==> config.mk <==
export PLATFORM = sky130hd
export DESIGN_NAME = fds_top
export DESIGN_NICKNAME = d
export VERILOG_FILES = /design/src/hdl/fds_pkg.sv /design/src/hdl/fds_pin_if.sv /design/src/hdl/fds_sync.sv /design/src/hdl/fds_top.sv
export SDC_FILE = /design/constraint.sdc
export NUM_CORES = 1
export LEC_CHECK = 0
export ABC_AREA = 1
export BUFFER_PORTS_ARGS = -buffer_cell sky130_fd_sc_hd__buf_2
export CELL_PAD_IN_SITES_DETAIL_PLACEMENT = 1
export CELL_PAD_IN_SITES_GLOBAL_PLACEMENT = 1
export CORE_MARGIN = 8
export CORE_UTILIZATION = 41
export DETAILED_ROUTE_END_ITERATION = 8
export HOLD_SLACK_MARGIN = 0.08
export PLACE_DENSITY = 0.8
export SYNTH_ARGS = -nofsm -noshare
export SYNTH_HDL_FRONTEND = slang
export SYNTH_SLANG_ARGS = --single-unit
==> constraint.sdc <==
create_clock -name ref_clk_i -period 1.6 [get_ports ref_clk_i]
set_clock_uncertainty 0.2 [all_clocks]
set_input_delay 0.16 -clock ref_clk_i [delete_from_list [all_inputs] [get_ports ref_clk_i]]
set_output_delay 0.16 -clock ref_clk_i [all_outputs]
set_load 0.02 [all_outputs]
==> src/hdl/fds_pkg.sv <==
// Shared constants for the floppy data separator and write precompensation block.
package fds_pkg;
  // Input pin bundle positions after synchronisation.
  localparam int unsigned PIN_OSC = 0;
  localparam int unsigned PIN_RAW_N = 1;
  localparam int unsigned PIN_DOUBLE_DENSITY_SELECT_N_N = 2;
  localparam int unsigned PIN_FAULT_N = 3;
  localparam int unsigned PIN_WGATE = 4;
  localparam int unsigned PIN_WIN = 5;
  localparam int unsigned PIN_AHEAD = 6;
  localparam int unsigned PIN_BEHIND = 7;
  localparam int unsigned PIN_INNER = 8;
  localparam int unsigned PIN_PH1_N = 9;
  localparam int unsigned PIN_PH2_N = 10;
  localparam int unsigned PIN_PH3_N = 11;
  localparam int unsigned PIN_PH4_N = 12;
  localparam int unsigned PIN_W = 13;
  // Reset image of the synchroniser: pulled-up and idle-high pins start at one.
  localparam logic [12:0] PIN_RST = 13'h1F0E;
  // Last phase of the read clock period, counted in oscillator edges, in each density.
  localparam logic [3:0] DIV_SD_LAST = 4'hF;
  localparam logic [3:0] DIV_DD_LAST = 4'h7;
  // Window thirds: phase below EARLY_END is early, at or above LATE_BEGIN is late.
  localparam logic [3:0] SD_EARLY_END = 4'h5;
  localparam logic [3:0] SD_LATE_BEGIN = 4'hB;
  localparam logic [3:0] DD_EARLY_END = 4'h3;
  localparam logic [3:0] DD_LATE_BEGIN = 4'h6;
  // Phase tap choices for the precompensated write pulse.
  localparam logic [1:0] TAP_NOMINAL = 2'h1;
  localparam logic [1:0] TAP_EARLY = 2'h1;
  localparam logic [1:0] TAP_LATE = 2'h2;
endpackage : fds_pkg

==> src/hdl/fds_pin_if.sv <==
// Carrier for raw pins and their synchronised copies.
`timescale 1ns/1ps
`default_nettype none
interface fds_pin_if #(
  parameter int unsigned W = 13
);
  logic [W-1:0] raw;
  logic [W-1:0] synced;
  modport sync (input raw, output synced);
  modport user (output raw, input synced);
endinterface : fds_pin_if
`default_nettype wire

==> src/hdl/fds_sync.sv <==
// Two-stage synchroniser bank for asynchronous pins.
`timescale 1ns/1ps
`default_nettype none
module fds_sync #(
  parameter int unsigned W = 13,
  parameter logic [W-1:0] RST = '0
) (
  // Clock and reset
  input wire logic ref_clk_i,
  input wire logic sys_rst_i,
  // Pins
  fds_pin_if.sync pins
);
  typedef struct packed {
    logic [W-1:0] meta;
    logic [W-1:0] stable;
  } fds_sync_t;

  fds_sync_t st;
  fds_sync_t next_st;

  always_comb begin
    next_st = st;
    next_st.meta = pins.raw;
    next_st.stable = st.meta;
  end

  always_ff @(posedge ref_clk_i) begin
    if (sys_rst_i) begin
      st <= '{meta: RST, stable: RST};
    end else begin
      st <= next_st;
    end
  end

  assign pins.synced = st.stable;
endmodule : fds_sync
`default_nettype wire

==> src/hdl/fds_top.sv <==
// Floppy data separator with read clock, pump outputs and write precompensation.
`timescale 1ns/1ps
`default_nettype none
// Operation
// - Read clock is oscillator divided by 16 in single, by 8 in double density.
// - Write gate high disables recovery; both pumps float.
// - Recovery needs write gate and fault line low; pumps act only on read pulse.
// - Read edge early in window drives pump up high.
// - Read edge late in window drives pump down low, pump up floats.
// - Read edge in window centre leaves both pumps floating.
// - Pump time follows read pulse width; wide pulses fire both pumps.
// - Double density: write pulse leading edge picks a phase tap from shift hints.
// - Nominal and early use tap 2, late uses tap 3.
// - Strobe set on precompensated write edge, cleared by tap 4 leading edge.
// - Inner track flag low or single density passes write data straight through.
// - Density, inner track and read data pins read one when open.
module fds_top (
  // Clock and reset
  input wire logic ref_clk_i,
  input wire logic sys_rst_i,
  // Read side pins
  input wire logic oscillator_clock_in_i,
  input wire logic raw_read_pulse_n_i,
  input wire logic double_density_select_n_i,
  input wire logic recovery_enable_fault_n_i,
  // Write side pins
  input wire logic write_gate_i,
  input wire logic write_pulse_in_i,
  input wire logic shift_ahead_i,
  input wire logic shift_behind_i,
  input wire logic inner_track_flag_i,
  input wire logic [3:0] phase_tap_n_i,
  // Read side outputs
  output logic read_clock_o,
  output logic pump_up_o,
  output logic pump_up_oe_n_o,
  output logic pump_down_n_o,
  output logic pump_down_oe_n_o,
  // Write side outputs
  output logic write_pulse_out_o,
  output logic phase_strobe_o
);
  fds_pin_if #(.W(fds_pkg::PIN_W)) pins ();

  assign pins.raw = {phase_tap_n_i, inner_track_flag_i, shift_behind_i, shift_ahead_i,
                     write_pulse_in_i, write_gate_i, recovery_enable_fault_n_i,
                     double_density_select_n_i, raw_read_pulse_n_i, oscillator_clock_in_i};

  // Open pins are pulled up at the pad; the synchroniser resets them to one.
  fds_sync #(.W(fds_pkg::PIN_W), .RST(fds_pkg::PIN_RST)) u_sync (
    .ref_clk_i(ref_clk_i),
    .sys_rst_i(sys_rst_i),
    .pins(pins)
  );

  // Position of the window phase, split into early, centre and late thirds.
  typedef enum logic [1:0] {
    THIRD_EARLY,
    THIRD_CENTRE,
    THIRD_LATE
  } fds_third_t;

  typedef struct packed {
    logic osc_d;
    logic raw_n_d;
    logic win_d;
    logic ph4_n_d;
    logic [3:0] phase;
    logic [1:0] tap;
    logic armed;
    logic rclk;
    logic pu;
    logic pu_oe_n;
    logic pd_n;
    logic pd_oe_n;
    logic wout;
    logic stb;
  } fds_state_t;

  fds_state_t st;
  fds_state_t next_st;

  logic osc;
  logic raw_n;
  logic double_density_select_n_n;
  logic win;
  logic ph4_n;
  logic osc_rise;
  logic raw_fall;
  logic win_rise;
  logic ph4_fall;
  logic rec_on;
  logic precomp_on;
  logic [3:0] last;
  logic [3:0] early_end;
  logic [3:0] late_begin;
  logic tap_active;
  fds_third_t third;

  always_comb begin
    osc = pins.synced[fds_pkg::PIN_OSC];
    raw_n = pins.synced[fds_pkg::PIN_RAW_N];
    double_density_select_n_n = pins.synced[fds_pkg::PIN_DOUBLE_DENSITY_SELECT_N_N];
    win = pins.synced[fds_pkg::PIN_WIN];
    ph4_n = pins.synced[fds_pkg::PIN_PH4_N];
    osc_rise = osc & ~st.osc_d;
    raw_fall = ~raw_n & st.raw_n_d;
    win_rise = win & ~st.win_d;
    ph4_fall = ~ph4_n & st.ph4_n_d;
    rec_on = ~pins.synced[fds_pkg::PIN_WGATE] & ~pins.synced[fds_pkg::PIN_FAULT_N];
    precomp_on = ~double_density_select_n_n & pins.synced[fds_pkg::PIN_INNER];
    last = double_density_select_n_n ? fds_pkg::DIV_SD_LAST : fds_pkg::DIV_DD_LAST;
    early_end = double_density_select_n_n ? fds_pkg::SD_EARLY_END : fds_pkg::DD_EARLY_END;
    late_begin = double_density_select_n_n ? fds_pkg::SD_LATE_BEGIN : fds_pkg::DD_LATE_BEGIN;
    // Classify the phase once, so both pumps judge an edge against the same third.
    if (st.phase < early_end) begin
      third = THIRD_EARLY;
    end else if (st.phase >= late_begin) begin
      third = THIRD_LATE;
    end else begin
      third = THIRD_CENTRE;
    end
    // The chosen tap is read from the synchronised bank, so it lags its pin like the rest.
    unique case (st.tap)
      2'h0: tap_active = ~pins.synced[fds_pkg::PIN_PH1_N];
      2'h1: tap_active = ~pins.synced[fds_pkg::PIN_PH2_N];
      2'h2: tap_active = ~pins.synced[fds_pkg::PIN_PH3_N];
      2'h3: tap_active = ~pins.synced[fds_pkg::PIN_PH4_N];
    endcase
  end

  always_comb begin
    next_st = st;
    next_st.osc_d = osc;
    next_st.raw_n_d = raw_n;
    next_st.win_d = win;
    next_st.ph4_n_d = ph4_n;

    // The read clock is high for the second half of each window.
    if (osc_rise) begin
      next_st.phase = (st.phase >= last) ? 4'h0 : st.phase + 4'h1;
    end
    next_st.rclk = double_density_select_n_n ? st.phase[3] : st.phase[2];

    // A falling read pulse arms the pumps; while the pulse stays low they follow the
    // current third, so a wide pulse that runs from early into late fires both.
    next_st.armed = rec_on & ~raw_n & (raw_fall | st.armed);
    next_st.pu = 1'b0;
    next_st.pu_oe_n = 1'b1;
    next_st.pd_n = 1'b1;
    next_st.pd_oe_n = 1'b1;
    if (next_st.armed) begin
      unique case (third)
        THIRD_EARLY: begin
          next_st.pu = 1'b1;
          next_st.pu_oe_n = 1'b0;
        end
        THIRD_LATE: begin
          next_st.pd_n = 1'b0;
          next_st.pd_oe_n = 1'b0;
        end
        THIRD_CENTRE: begin
          // A centre edge needs no correction, so both stay floating.
        end
      endcase
    end

    // Write path: straight through unless double density on inner tracks.
    if (!precomp_on) begin
      next_st.wout = win;
      next_st.stb = 1'b0;
    end else begin
      if (win_rise) begin
        // The early case uses tap 2 as well; it only differs if the shift sense is kept.
        unique case ({pins.synced[fds_pkg::PIN_AHEAD], pins.synced[fds_pkg::PIN_BEHIND]})
          2'b10: next_st.tap = fds_pkg::TAP_EARLY;
          2'b01: next_st.tap = fds_pkg::TAP_LATE;
          2'b00, 2'b11: next_st.tap = fds_pkg::TAP_NOMINAL;
        endcase
        next_st.stb = 1'b1;
      end else if (ph4_fall) begin
        next_st.stb = 1'b0;
      end
      // Only the chosen tap, and only while the strobe stands, reaches the drive.
      next_st.wout = st.stb & tap_active;
    end
  end

  // Reset floats both pumps, parks the write output low and restarts the window.
  always_ff @(posedge ref_clk_i) begin
    if (sys_rst_i) begin
      st <= '{
        osc_d: 1'b0,
        raw_n_d: 1'b1,
        win_d: 1'b0,
        ph4_n_d: 1'b1,
        phase: 4'h0,
        tap: fds_pkg::TAP_NOMINAL,
        armed: 1'b0,
        rclk: 1'b0,
        pu: 1'b0,
        pu_oe_n: 1'b1,
        pd_n: 1'b1,
        pd_oe_n: 1'b1,
        wout: 1'b0,
        stb: 1'b0
      };
    end else begin
      st <= next_st;
    end
  end

  assign read_clock_o = st.rclk;
  assign pump_up_o = st.pu;
  assign pump_up_oe_n_o = st.pu_oe_n;
  assign pump_down_n_o = st.pd_n;
  assign pump_down_oe_n_o = st.pd_oe_n;
  assign write_pulse_out_o = st.wout;
  assign phase_strobe_o = st.stb;
endmodule : fds_top
`default_nettype wire

==> out/results.tsv, run 1 <==
metric	value	unit
cpPeakStageDelay	370	ps
ios	22	
fmax	673	MHz
maxSlewHeadroom	80.5	%
numCtsBuffers	5	
post_drt_wl_per_cell	12.7	um
fin_nets	246	
ys_top_cells_by_area	dfxtp_1, nand2_1, inv_1, or2_2, nor2_1	
ys_seq_area_share	55.6	%
firstDrtPassIters	4	
hold_end	st[14]	
end_kind	flop	
yosysTopAreaCell	dfxtp_1	
most-common-layout-cells	dfxtp_1, inv_1, nand2_1	
vias	1220	
worstReg2RegStart	u_sync.pins.synced[2]	
path_cells	inv_2 -> ha_1 -> inv_1 -> nor2_1 -> nand2_1 -> nand3_1 -> nand3_1	
clkTransAtPathRegs	80	ps
drv_cap	0	
postRouteAntennaNets	0	
tns	0	ps
root_buffer	clkbuf_8	
dpl.hpwl	2190	um
grt_antenna_before_repair	0	
die_h	77.4	um
synth_area	1550	um^2
num_rows	22	
grt_max_degree	15	
cp_data_arrival_time	1470	ps
gp_congestion	0.830	
final-hold-violation-count	0	
critPathKind	reg -> reg	
rr_worst_depth	7	
tritoncts	yes	
finalSetupViolCount	0	
n_antenna_cell	0	
vias_per_cell	4.45	
r2r-end	pump_down_n_o	
layout_commonest_cell	dfxtp_1	
fin_crit_sh	92.9	%
grt_pass1_vias	1320	
synth_top_area_share	55.6	%
maxSlewViolCount	0	
power	0.00224	W
drive_gt1_share	23.9	%
area_growth	29.3	%
cp-start-kind	flop	
io_buffer_count	21	
nFillCells	453	
worstPathRequired	1580	ps
p_leak	0.951	nW
dr.first_iter.drc_count	74	
synth_cell_types	21	
initial_core_util	42.6	%
cts_sinks	43	
synth_area_per_cell	8.46	um^2
synth_cells	183	
min_from	sys_rst_i	
die_area	6000	um^2
grt.overflow.total	0	
reg2reg_slack	110	ps
finalCriticalPeriod	1490	ps
path_max_fanout	5	
ys_ff_latch	43	
p_per_area	1120	nW/um^2
cts_buffer_depth	2	
worstMarginPinSlew	291	ps
synth_nets	204	
drc	0	
yosysWarnings	0	
core	3630	um^2
cp_common_cell	nand3_1	
status	finished, final reports clean	
vdd_ir_drop_max	756	uV
hp-class	in -> reg	
grt_first_pass_wirelength	5980	um
clk-insertion-delay-late	290	ps
htree_num_levels	2	
rsz0062_at_grt	no	
dieWidth	77.4	um
slowest_stage	dfxtp_2	
grt_use_total	12.4	%
wirelength	3490	um
hold-path-cell-count	3	
[Yosys cell counts (all sizes together)]
cell type / number
a21oi: 2
or2: 16
clkbuf: 1
buf: 3
o21bai: 1
dfxtp: 43
nand2: 34
o21ai: 3
ha: 6
inv: 33
nor2: 29
nand3: 10
xor2: 1
nand3b: 1
[critical path, delay by kind of cell, from the launching register on]
family | cells | cell delay [ps]
buf+inv | 2 | 130
fa+ha+maj | 1 | 330
simple gates | 4 | 350
flops | 1 | 370
[final cells by class]
type | count | area [um^2] | area share [%]
Sequential cell | 43 | 862 | 43.1
Multi-Input combinational cell | 103 | 541 | 27.0
Timing Repair Buffer | 39 | 283 | 14.1
Inverter | 33 | 124 | 6.19
Clock buffer | 6 | 72.6 | 3.62
Clock inverter | 2 | 60.1 | 3.00
Tap cell | 48 | 60.1 | 3.00
[metrics by stage]
step / std cells / hold WS, ps / utilization [%] / cell area, um^2 / setup WS [ps]
2_1_floorplan: 183 / 40.1 / - / 1550 / 236
3_3_place_gp: 249 / 144 / 46.7 / 1700 / 184
3_5_place_dp: 249 / 146 / 46.7 / 1700 / 70.0
4_1_cts: 274 / 91.3 / 55.0 / 2000 / 58.7
5_1_grt: 274 / 127 / 55.1 / 2000 / 6.44
6_report: 274 / 105 / 55.1 / 2000 / 114
[logic make-up after synthesis]
logic type      after synthesis  share of synthesized area, %
buf+inv                      37                          9.62
fa+ha+maj                     6                          4.85
compound gates                6                          2.10
simple gates                 90                          27.2
flops                        43                          55.6
xor+xnor                      1                         0.566
[how the worst max path moves through the flow]
stage	from	to	slack, ps
6_report	u_sync.pins.synced[2]	pump_down_n_o	110
2_1_floorplan	u_sync.pins.synced[2]	pump_down_n_o	240
4_1_cts	u_sync.pins.synced[2]	st[13]	60
5_1_grt	u_sync.pins.synced[2]	st[13]	6
3_3_place_gp	u_sync.pins.synced[2]	st[13]	180
3_5_place_dp	u_sync.pins.synced[2]	pump_down_n_o	70
[per-layer routing]
metal / up-vias / routed length, um / GRT usage, %
met5: - / 0 / 0
met2: 28 / 1810 / 22.8
li1: 620 / - / -
met3: 7 / 197 / 4.95
met4: 0 / 59 / 4.53
met1: 565 / 1430 / 12.4
[repair_timing]
item | 4_1_cts | 5_1_grt
resized for setup | 1 | 1
hold endpoints to repair | 18 | 0
pin swaps | 0 | 0
endpoints found under the setup margin | 1 | 4
cloned | 0 | 0
setup buffers | 0 | 0
hold buffers | 17 | 0
[report_power, final]
group	leakage [nW]	switching (W)	internal (W)	total [W]
Combinational	0.532	0.0000629	0.0000720	0.000135
Clock	0.0654	0.000358	0.000624	0.000982
Sequential	0.353	0.0000147	0.00111	0.00112
[registers in the layout, summed over array words and instances (netlist names)]
name                cells
read_clock_o            1
u_sync.next_st         13
pump_down_n_o           1
pump_up_oe_n_o          1
write_pulse_out_o       1
pump_up_o               1
u_sync.pins.synced     13
phase_strobe_o          1
st                     11
No activity file was read; power rests on OpenSTA's default activity.
==> run 2, diff against run 1 <==
Settings changed: GPL_TIMING_DRIVEN from default to 0, REMOVE_ABC_BUFFERS from default to 1, SETUP_SLACK_MARGIN from default to 0.5.
==> out/results.tsv, run 2 (synthesis results as in run 1) <==
metric	value	unit	change
drc	0		unchanged
p_leak	0.971	nW	+2.1%
placed_cells	248		-0.40%
grt_pass1_vias	1382		+4.7%
tritoncts	yes		
io_buffer_count	21		unchanged
die_area	6000	um^2	unchanged
dpl.hpwl	2060	um	-5.9%
drv_cap	0		unchanged
dpl_cell_area	1690	um^2	-0.44%
path_max_fanout	4		-1
grt_use_total	12.7	%	+0.25 points
num_rows	22		unchanged
vias	1242		+1.8%
hp-class	in -> reg		
rsz0062_at_grt	yes		
worstPathRequired	1590	ps	about the same
hold-path-cell-count	2		-1
ios	22		unchanged
grt_antenna_before_repair	0		unchanged
cts_sinks	43		unchanged
firstDrtPassIters	4		unchanged
finalSetupViolCount	0		unchanged
wirelength	3750	um	+7.3%
n_antenna_cell	0		unchanged
layout_commonest_cell	dfxtp_1		
core	3630	um^2	unchanged
stdcell_count	276		+0.73%
clk-insertion-delay-late	290	ps	about the same
grt.overflow.total	0		unchanged
p_per_area	914	nW/um^2	-18%
rr_worst_depth	7		unchanged
cts_buffer_depth	2		unchanged
end_kind	flop		
hold_end	u_sync.next_st[5]		
vdd_ir_drop_max	673	uV	-11%
vias_per_cell	4.50		+1.1%
min_from	sys_rst_i		
fin_crit_sh	87.9	%	-5.0 points
clkTransAtPathRegs	80	ps	about the same
tns	0	ps	unchanged
worstMarginPinSlew	455	ps	+164 ps
numCtsBuffers	5		unchanged
status	finished, final reports clean		
fin_nets	248		+0.81%
grt_max_degree	32		+17
postRouteAntennaNets	0		unchanged
area_growth	40.6	%	
initial_core_util	42.6	%	unchanged
dr.first_iter.drc_count	55		-26%
fmax	711	MHz	+5.7%
cp_data_arrival_time	1390	ps	-80 ps
root_buffer	clkbuf_8		
most-common-layout-cells	dfxtp_1, inv_1, nand2_1		
final-hold-violation-count	0		unchanged
finish.instance_area	2180	um^2	+8.7%
maxSlewHeadroom	69.7	%	-11 points
maxSlewViolCount	0		unchanged
cp-start-kind	flop		
htree_num_levels	2		unchanged
finalCriticalPeriod	1410	ps	-80.3 ps
worstReg2RegStart	u_sync.pins.synced[2]		
critPathKind	reg -> reg		
grt_first_pass_wirelength	6120	um	+2.4%
die_h	77.4	um	unchanged
reg2reg_slack	190	ps	+80 ps
drive_gt1_share	39.9	%	+16 points
r2r-end	st[13]		
gp_congestion	0.785		-5.5%
dieWidth	77.4	um	unchanged
post_drt_wl_per_cell	13.6	um	+6.5%
==> run 2: changes by cell type in the layout (fill, tap and decap cells not counted), moves of 5 or more <==
cell,previous run,this run
buf_2,21,14
dfxtp_2,1,9
nand2_1,32,26
buf_6,0,10
nand2_2,2,7
dfxtp_1,42,32
==> run 2: layout make-up <==
cell class	count	area [um^2]
clock buffers	6	82.6
multi-input cells	103	666
flip-flops and latches	43	880
well taps	48	60.1
clock inverters	2	16.3
fillers	416	1460
inverters	33	129
repair buffers	41	343
==> run 2: what timing repair did <==
action | CTS | global route
endpoints found under the hold margin | 13 | 0
buffers inserted | 4 | 3
setup endpoints to repair | 18 | 20
pin swaps | 8 | 11
hold buffers | 13 | 0
resized for setup | 40 | 18
==> run 2: routing by layer <==
layer | part of all wire, % | up-vias | global-route usage [%]
li1 | - | 624 | -
met1 | 38 | 586 | 11.8
met2 | 56 | 24 | 24.5
met3 | 3.7 | 8 | 4.15
met4 | 2.3 | 0 | 5.66
met5 | 0 | - | 0
==> run 2: critical path: stages, from the launching register on <==
cell and delay (ps):
dfxtp_4 390, inv_6 50, ha_4 280, nand3_2 70
nand2_1 80, nand2_1 60, nand2_2 100, nor2_1 60
==> run 2: how the worst max path moves through the flow <==
stage,from,to,slack (ps)
floorplan,u_sync.pins.synced[2],pump_down_n_o,240
global placement,u_sync.pins.synced[2],pump_down_n_o,120
detailed placement,u_sync.pins.synced[2],st[13],70
CTS,u_sync.pins.synced[2],pump_down_n_o,240
global route,u_sync.pins.synced[2],st[12],170
finish,u_sync.pins.synced[2],st[13],190
==> run 2: through the flow <==
stage	hold WS [ps]	total power (W)	setup WS [ps]	utilization, %
2_1_floorplan	31.2	0.00120	236	-
3_3_place_gp	142	0.00123	120	46.5
3_5_place_dp	145	0.00124	73.4	46.5
4_1_cts	96.6	0.00199	238	57.4
5_1_grt	122	0.00209	166	59.9
6_report	93.5	0.00199	194	59.9
==> run 2: power by group <==
part | internal [W] | switching, W | total (W) | leakage, nW
registers | 0.00111 | 0.0000176 | 0.00112 | 0.357
clock network | 0.000352 | 0.000361 | 0.000713 | 0.0474
logic | 0.0000816 | 0.0000720 | 0.000154 | 0.567
==> run 3, diff against run 2 <==
Settings changed: ABC_AREA 1 to default, CORE_UTILIZATION 41 to 43, PLACE_DENSITY 0.8 to 0.79, SKIP_CTS_REPAIR_TIMING from default to 1.
==> out/results.tsv, run 3 <==
metric	value	unit	change
final-hold-violation-count	0		unchanged
die_area	5510	um^2	-8.1%
synth_area	1460	um^2	-5.8%
nFillCells	338		-19%
switchingPower	0.000402	W	-11%
vdd_ir_drop_max	663	uV	-1.5%
ys_top_cells_by_area	dfxtp_1, or2_2, ha_1, nor2b_1, and2b_1		
die_h	74.2	um	-4.2%
io_buffer_count	21		unchanged
crit_start	u_sync.pins.synced[2]		
grt_first_pass_wirelength	4040	um	-34%
stdcell_count	213		-23%
synth_top_area_share	59.1	%	+3.4 points
wl_met3	130	um	-6.5%
num_rows	21		-4.5%
drc	0		unchanged
async_reset_ff_share	0	%	unchanged
path_max_fanout	6		+2
vias	956		-23%
status	finished, final reports clean		
swShare	21.0	%	-1.6 points
rsz0062_at_grt	yes		
initial_core_util	44.4	%	+1.8 points
finalSetupViolCount	0		unchanged
worstMarginPinSlew	506	ps	+51.5 ps
post_drt_wl_per_cell	12.9	um	-5.3%
synthFlopType	dfxtp_1		
ys_seq_area_share	59.1	%	+3.4 points
drv_cap	0		unchanged
core	3280	um^2	-9.6%
area_growth	33.5	%	
crit_path_end	pump_up_o		
r2r-end	pump_up_o		
maxSlewViolCount	0		unchanged
wirelength	2740	um	-27%
clk-insertion-delay-late	350	ps	+60 ps
worstPathRequired	1690	ps	+100 ps
p_per_area	983	nW/um^2	+7.5%
maxSlewHeadroom	66.3	%	-3.4 points
gp_congestion	0.721		-8.1%
rr_worst_depth	5		-2
dpl.hpwl	1800	um	-13%
clkPwrFrac	35.1	%	-0.7 points
root_buffer	clkbuf_4		
clkTransAtPathRegs	140	ps	+60 ps
synth_enable_flop_cells	0		unchanged
grt_use_total	9.96	%	-2.7 points
grt_antenna_before_repair	0		unchanged
most-common-layout-cells	dfxtp_1, or2_2, buf_2		
wl_met2	1490	um	-29%
synth_area_per_cell	11.6	um^2	+37%
power_frac_seq	58.5	%	+2.1 points
finalCriticalPeriod	1550	ps	+143 ps
n_antenna_cell	0		unchanged
fmax	646	MHz	-9.2%
drive_gt1_share	43.7	%	+3.8 points
dr.first_iter.drc_count	34		-38%
synth_cell_types	33		+57%
drt-met1-wl	1050	um	-26%
placed_cells	188		-24%
ys_ff_latch	43		unchanged
p_comb_share	6.4	%	-1.3 points
firstDrtPassIters	2		-2
worstReg2RegStart	u_sync.pins.synced[2]		
dieWidth	74.2	um	-4.2%
numCtsBuffers	5		unchanged
layout_commonest_cell	dfxtp_1		
fin_ws	51.3	ps	-143 ps
cp_data_arrival_time	1640	ps	+250 ps
postRouteAntennaNets	0		unchanged
place_ws	-83.5	ps	-157 ps
htree_num_levels	2		unchanged
grt_pass1_vias	923		-33%
regArea	883	um^2	+0.43%
multiInputGateArea	604	um^2	-9.2%
grt_max_degree	38		+19%
fin_nets	187		-25%
ios	22		unchanged
critPathKind	reg -> reg		
synth.most_common_cell	dfxtp_1		
reg2reg_slack	50	ps	-140 ps
vias_per_cell	4.49		-0.26%
cts_sinks	43		unchanged
fin_crit_sh	96.8	%	+8.9 points
synth.top_cells.by_count	dfxtp_1, or2_2, nor2b_1, nor2_1, ha_1		
tritoncts	yes		
yosysWarnings	0		unchanged
intPower	0.00151	W	-1.9%
cts_buffer_depth	2		unchanged
end_kind	flop		
p_leak	0.815	nW	-16%
cp-start-kind	flop		
synth_cells	126		-31%
yosysTopAreaCell	dfxtp_1		
top_layer	met4		
grt.overflow.total	0		unchanged
hp-class	in -> reg		
run 3: changes by cell type in the layout (fill, tap and decap cells not counted), moves of 4 or more:
cell,before,now
and2b_1,0,5
buf_6,10,5
clkbuf_4,0,5
clkbuf_8,6,0
inv_1,29,3
nand2_1,26,2
nand2_2,7,0
nand3_1,5,0
nand3_2,5,0
nor2_1,23,8
nor2_4,4,0
nor2b_1,0,8
run 3: worst max-delay path: stages (launching register included):
cell,delay [ps]
dfxtp_4,430
ha_4,200
a21o_1,170
a211o_1,290
inv_1,80
and2_1,110
run 3: metal layers:
| layer | track usage [%] | vias up |
|---|---|---|
| li1 | - | 489 |
| met4 | 5.87 | 0 |
| met5 | 0 | - |
| met3 | 4.31 | 5 |
| met1 | 10.3 | 444 |
| met2 | 16.5 | 18 |
run 3: cells by family (layout without fill, tap and decap cells):
logic type | after synthesis | count (layout) | synth area share, %
adders and majority gates | 6 | 6 | 5.15
xor gates and xnor gates | 3 | 3 | 1.80
DFF | 43 | 43 | 59.1
muxes | 3 | 3 | 2.92
AOI/OAI and AO/OA | 10 | 10 | 4.98
buffers and inverters | 9 | 50 | 3.18
and+or+nand+nor | 52 | 52 | 22.9
run 3: power by group through the flow:
stage / sequential [W] / combinational (W) / clock [W]
2_1_floorplan: 0.00114 / 0.0000498 / 0
3_3_place_gp: 0.00114 / 0.0000799 / 0
3_5_place_dp: 0.00115 / 0.0000859 / 0
4_1_cts: 0.00112 / 0.0000865 / 0.000692
5_1_grt: 0.00112 / 0.000137 / 0.000744
6_report: 0.00112 / 0.000122 / 0.000671
run 3: final cells by class:
type                    instances  area share [%]
flip-flops and latches         43            45.4
inverters                       4           0.900
repair buffers                 38            15.5
clock inverters                 3            2.25
multi-input cells              74            31.1
well taps                      46            2.96
clock buffers                   5            1.93
run 3: stage by stage:
stage          setup TNS, ps  hold WS, ps  utilization (%)  power (W)  cell area [um^2]
3_3_place_gp            -148          142             48.4    0.00122              1590
6_report                   0         45.2             59.2    0.00191              1950
3_5_place_dp            -490          145             48.4    0.00123              1590
2_1_floorplan              0         26.7                -    0.00119              1430
5_1_grt                    0         79.5             59.2    0.00200              1950
4_1_cts                 -737         -233             50.9    0.00190              1670
run 3: how the worst min path moves through the flow:
stage,from,to,slack [ps],depth (start not counted)
6_report,sys_rst_i,read_clock_o,50,2
4_1_cts,double_density_select_n_i,u_sync.next_st[2],-230,2
3_5_place_dp,recovery_enable_fault_n_i,u_sync.next_st[3],150,2
2_1_floorplan,sys_rst_i,st[15],30,1
5_1_grt,sys_rst_i,read_clock_o,80,2
3_3_place_gp,raw_read_pulse_n_i,u_sync.next_st[1],140,2
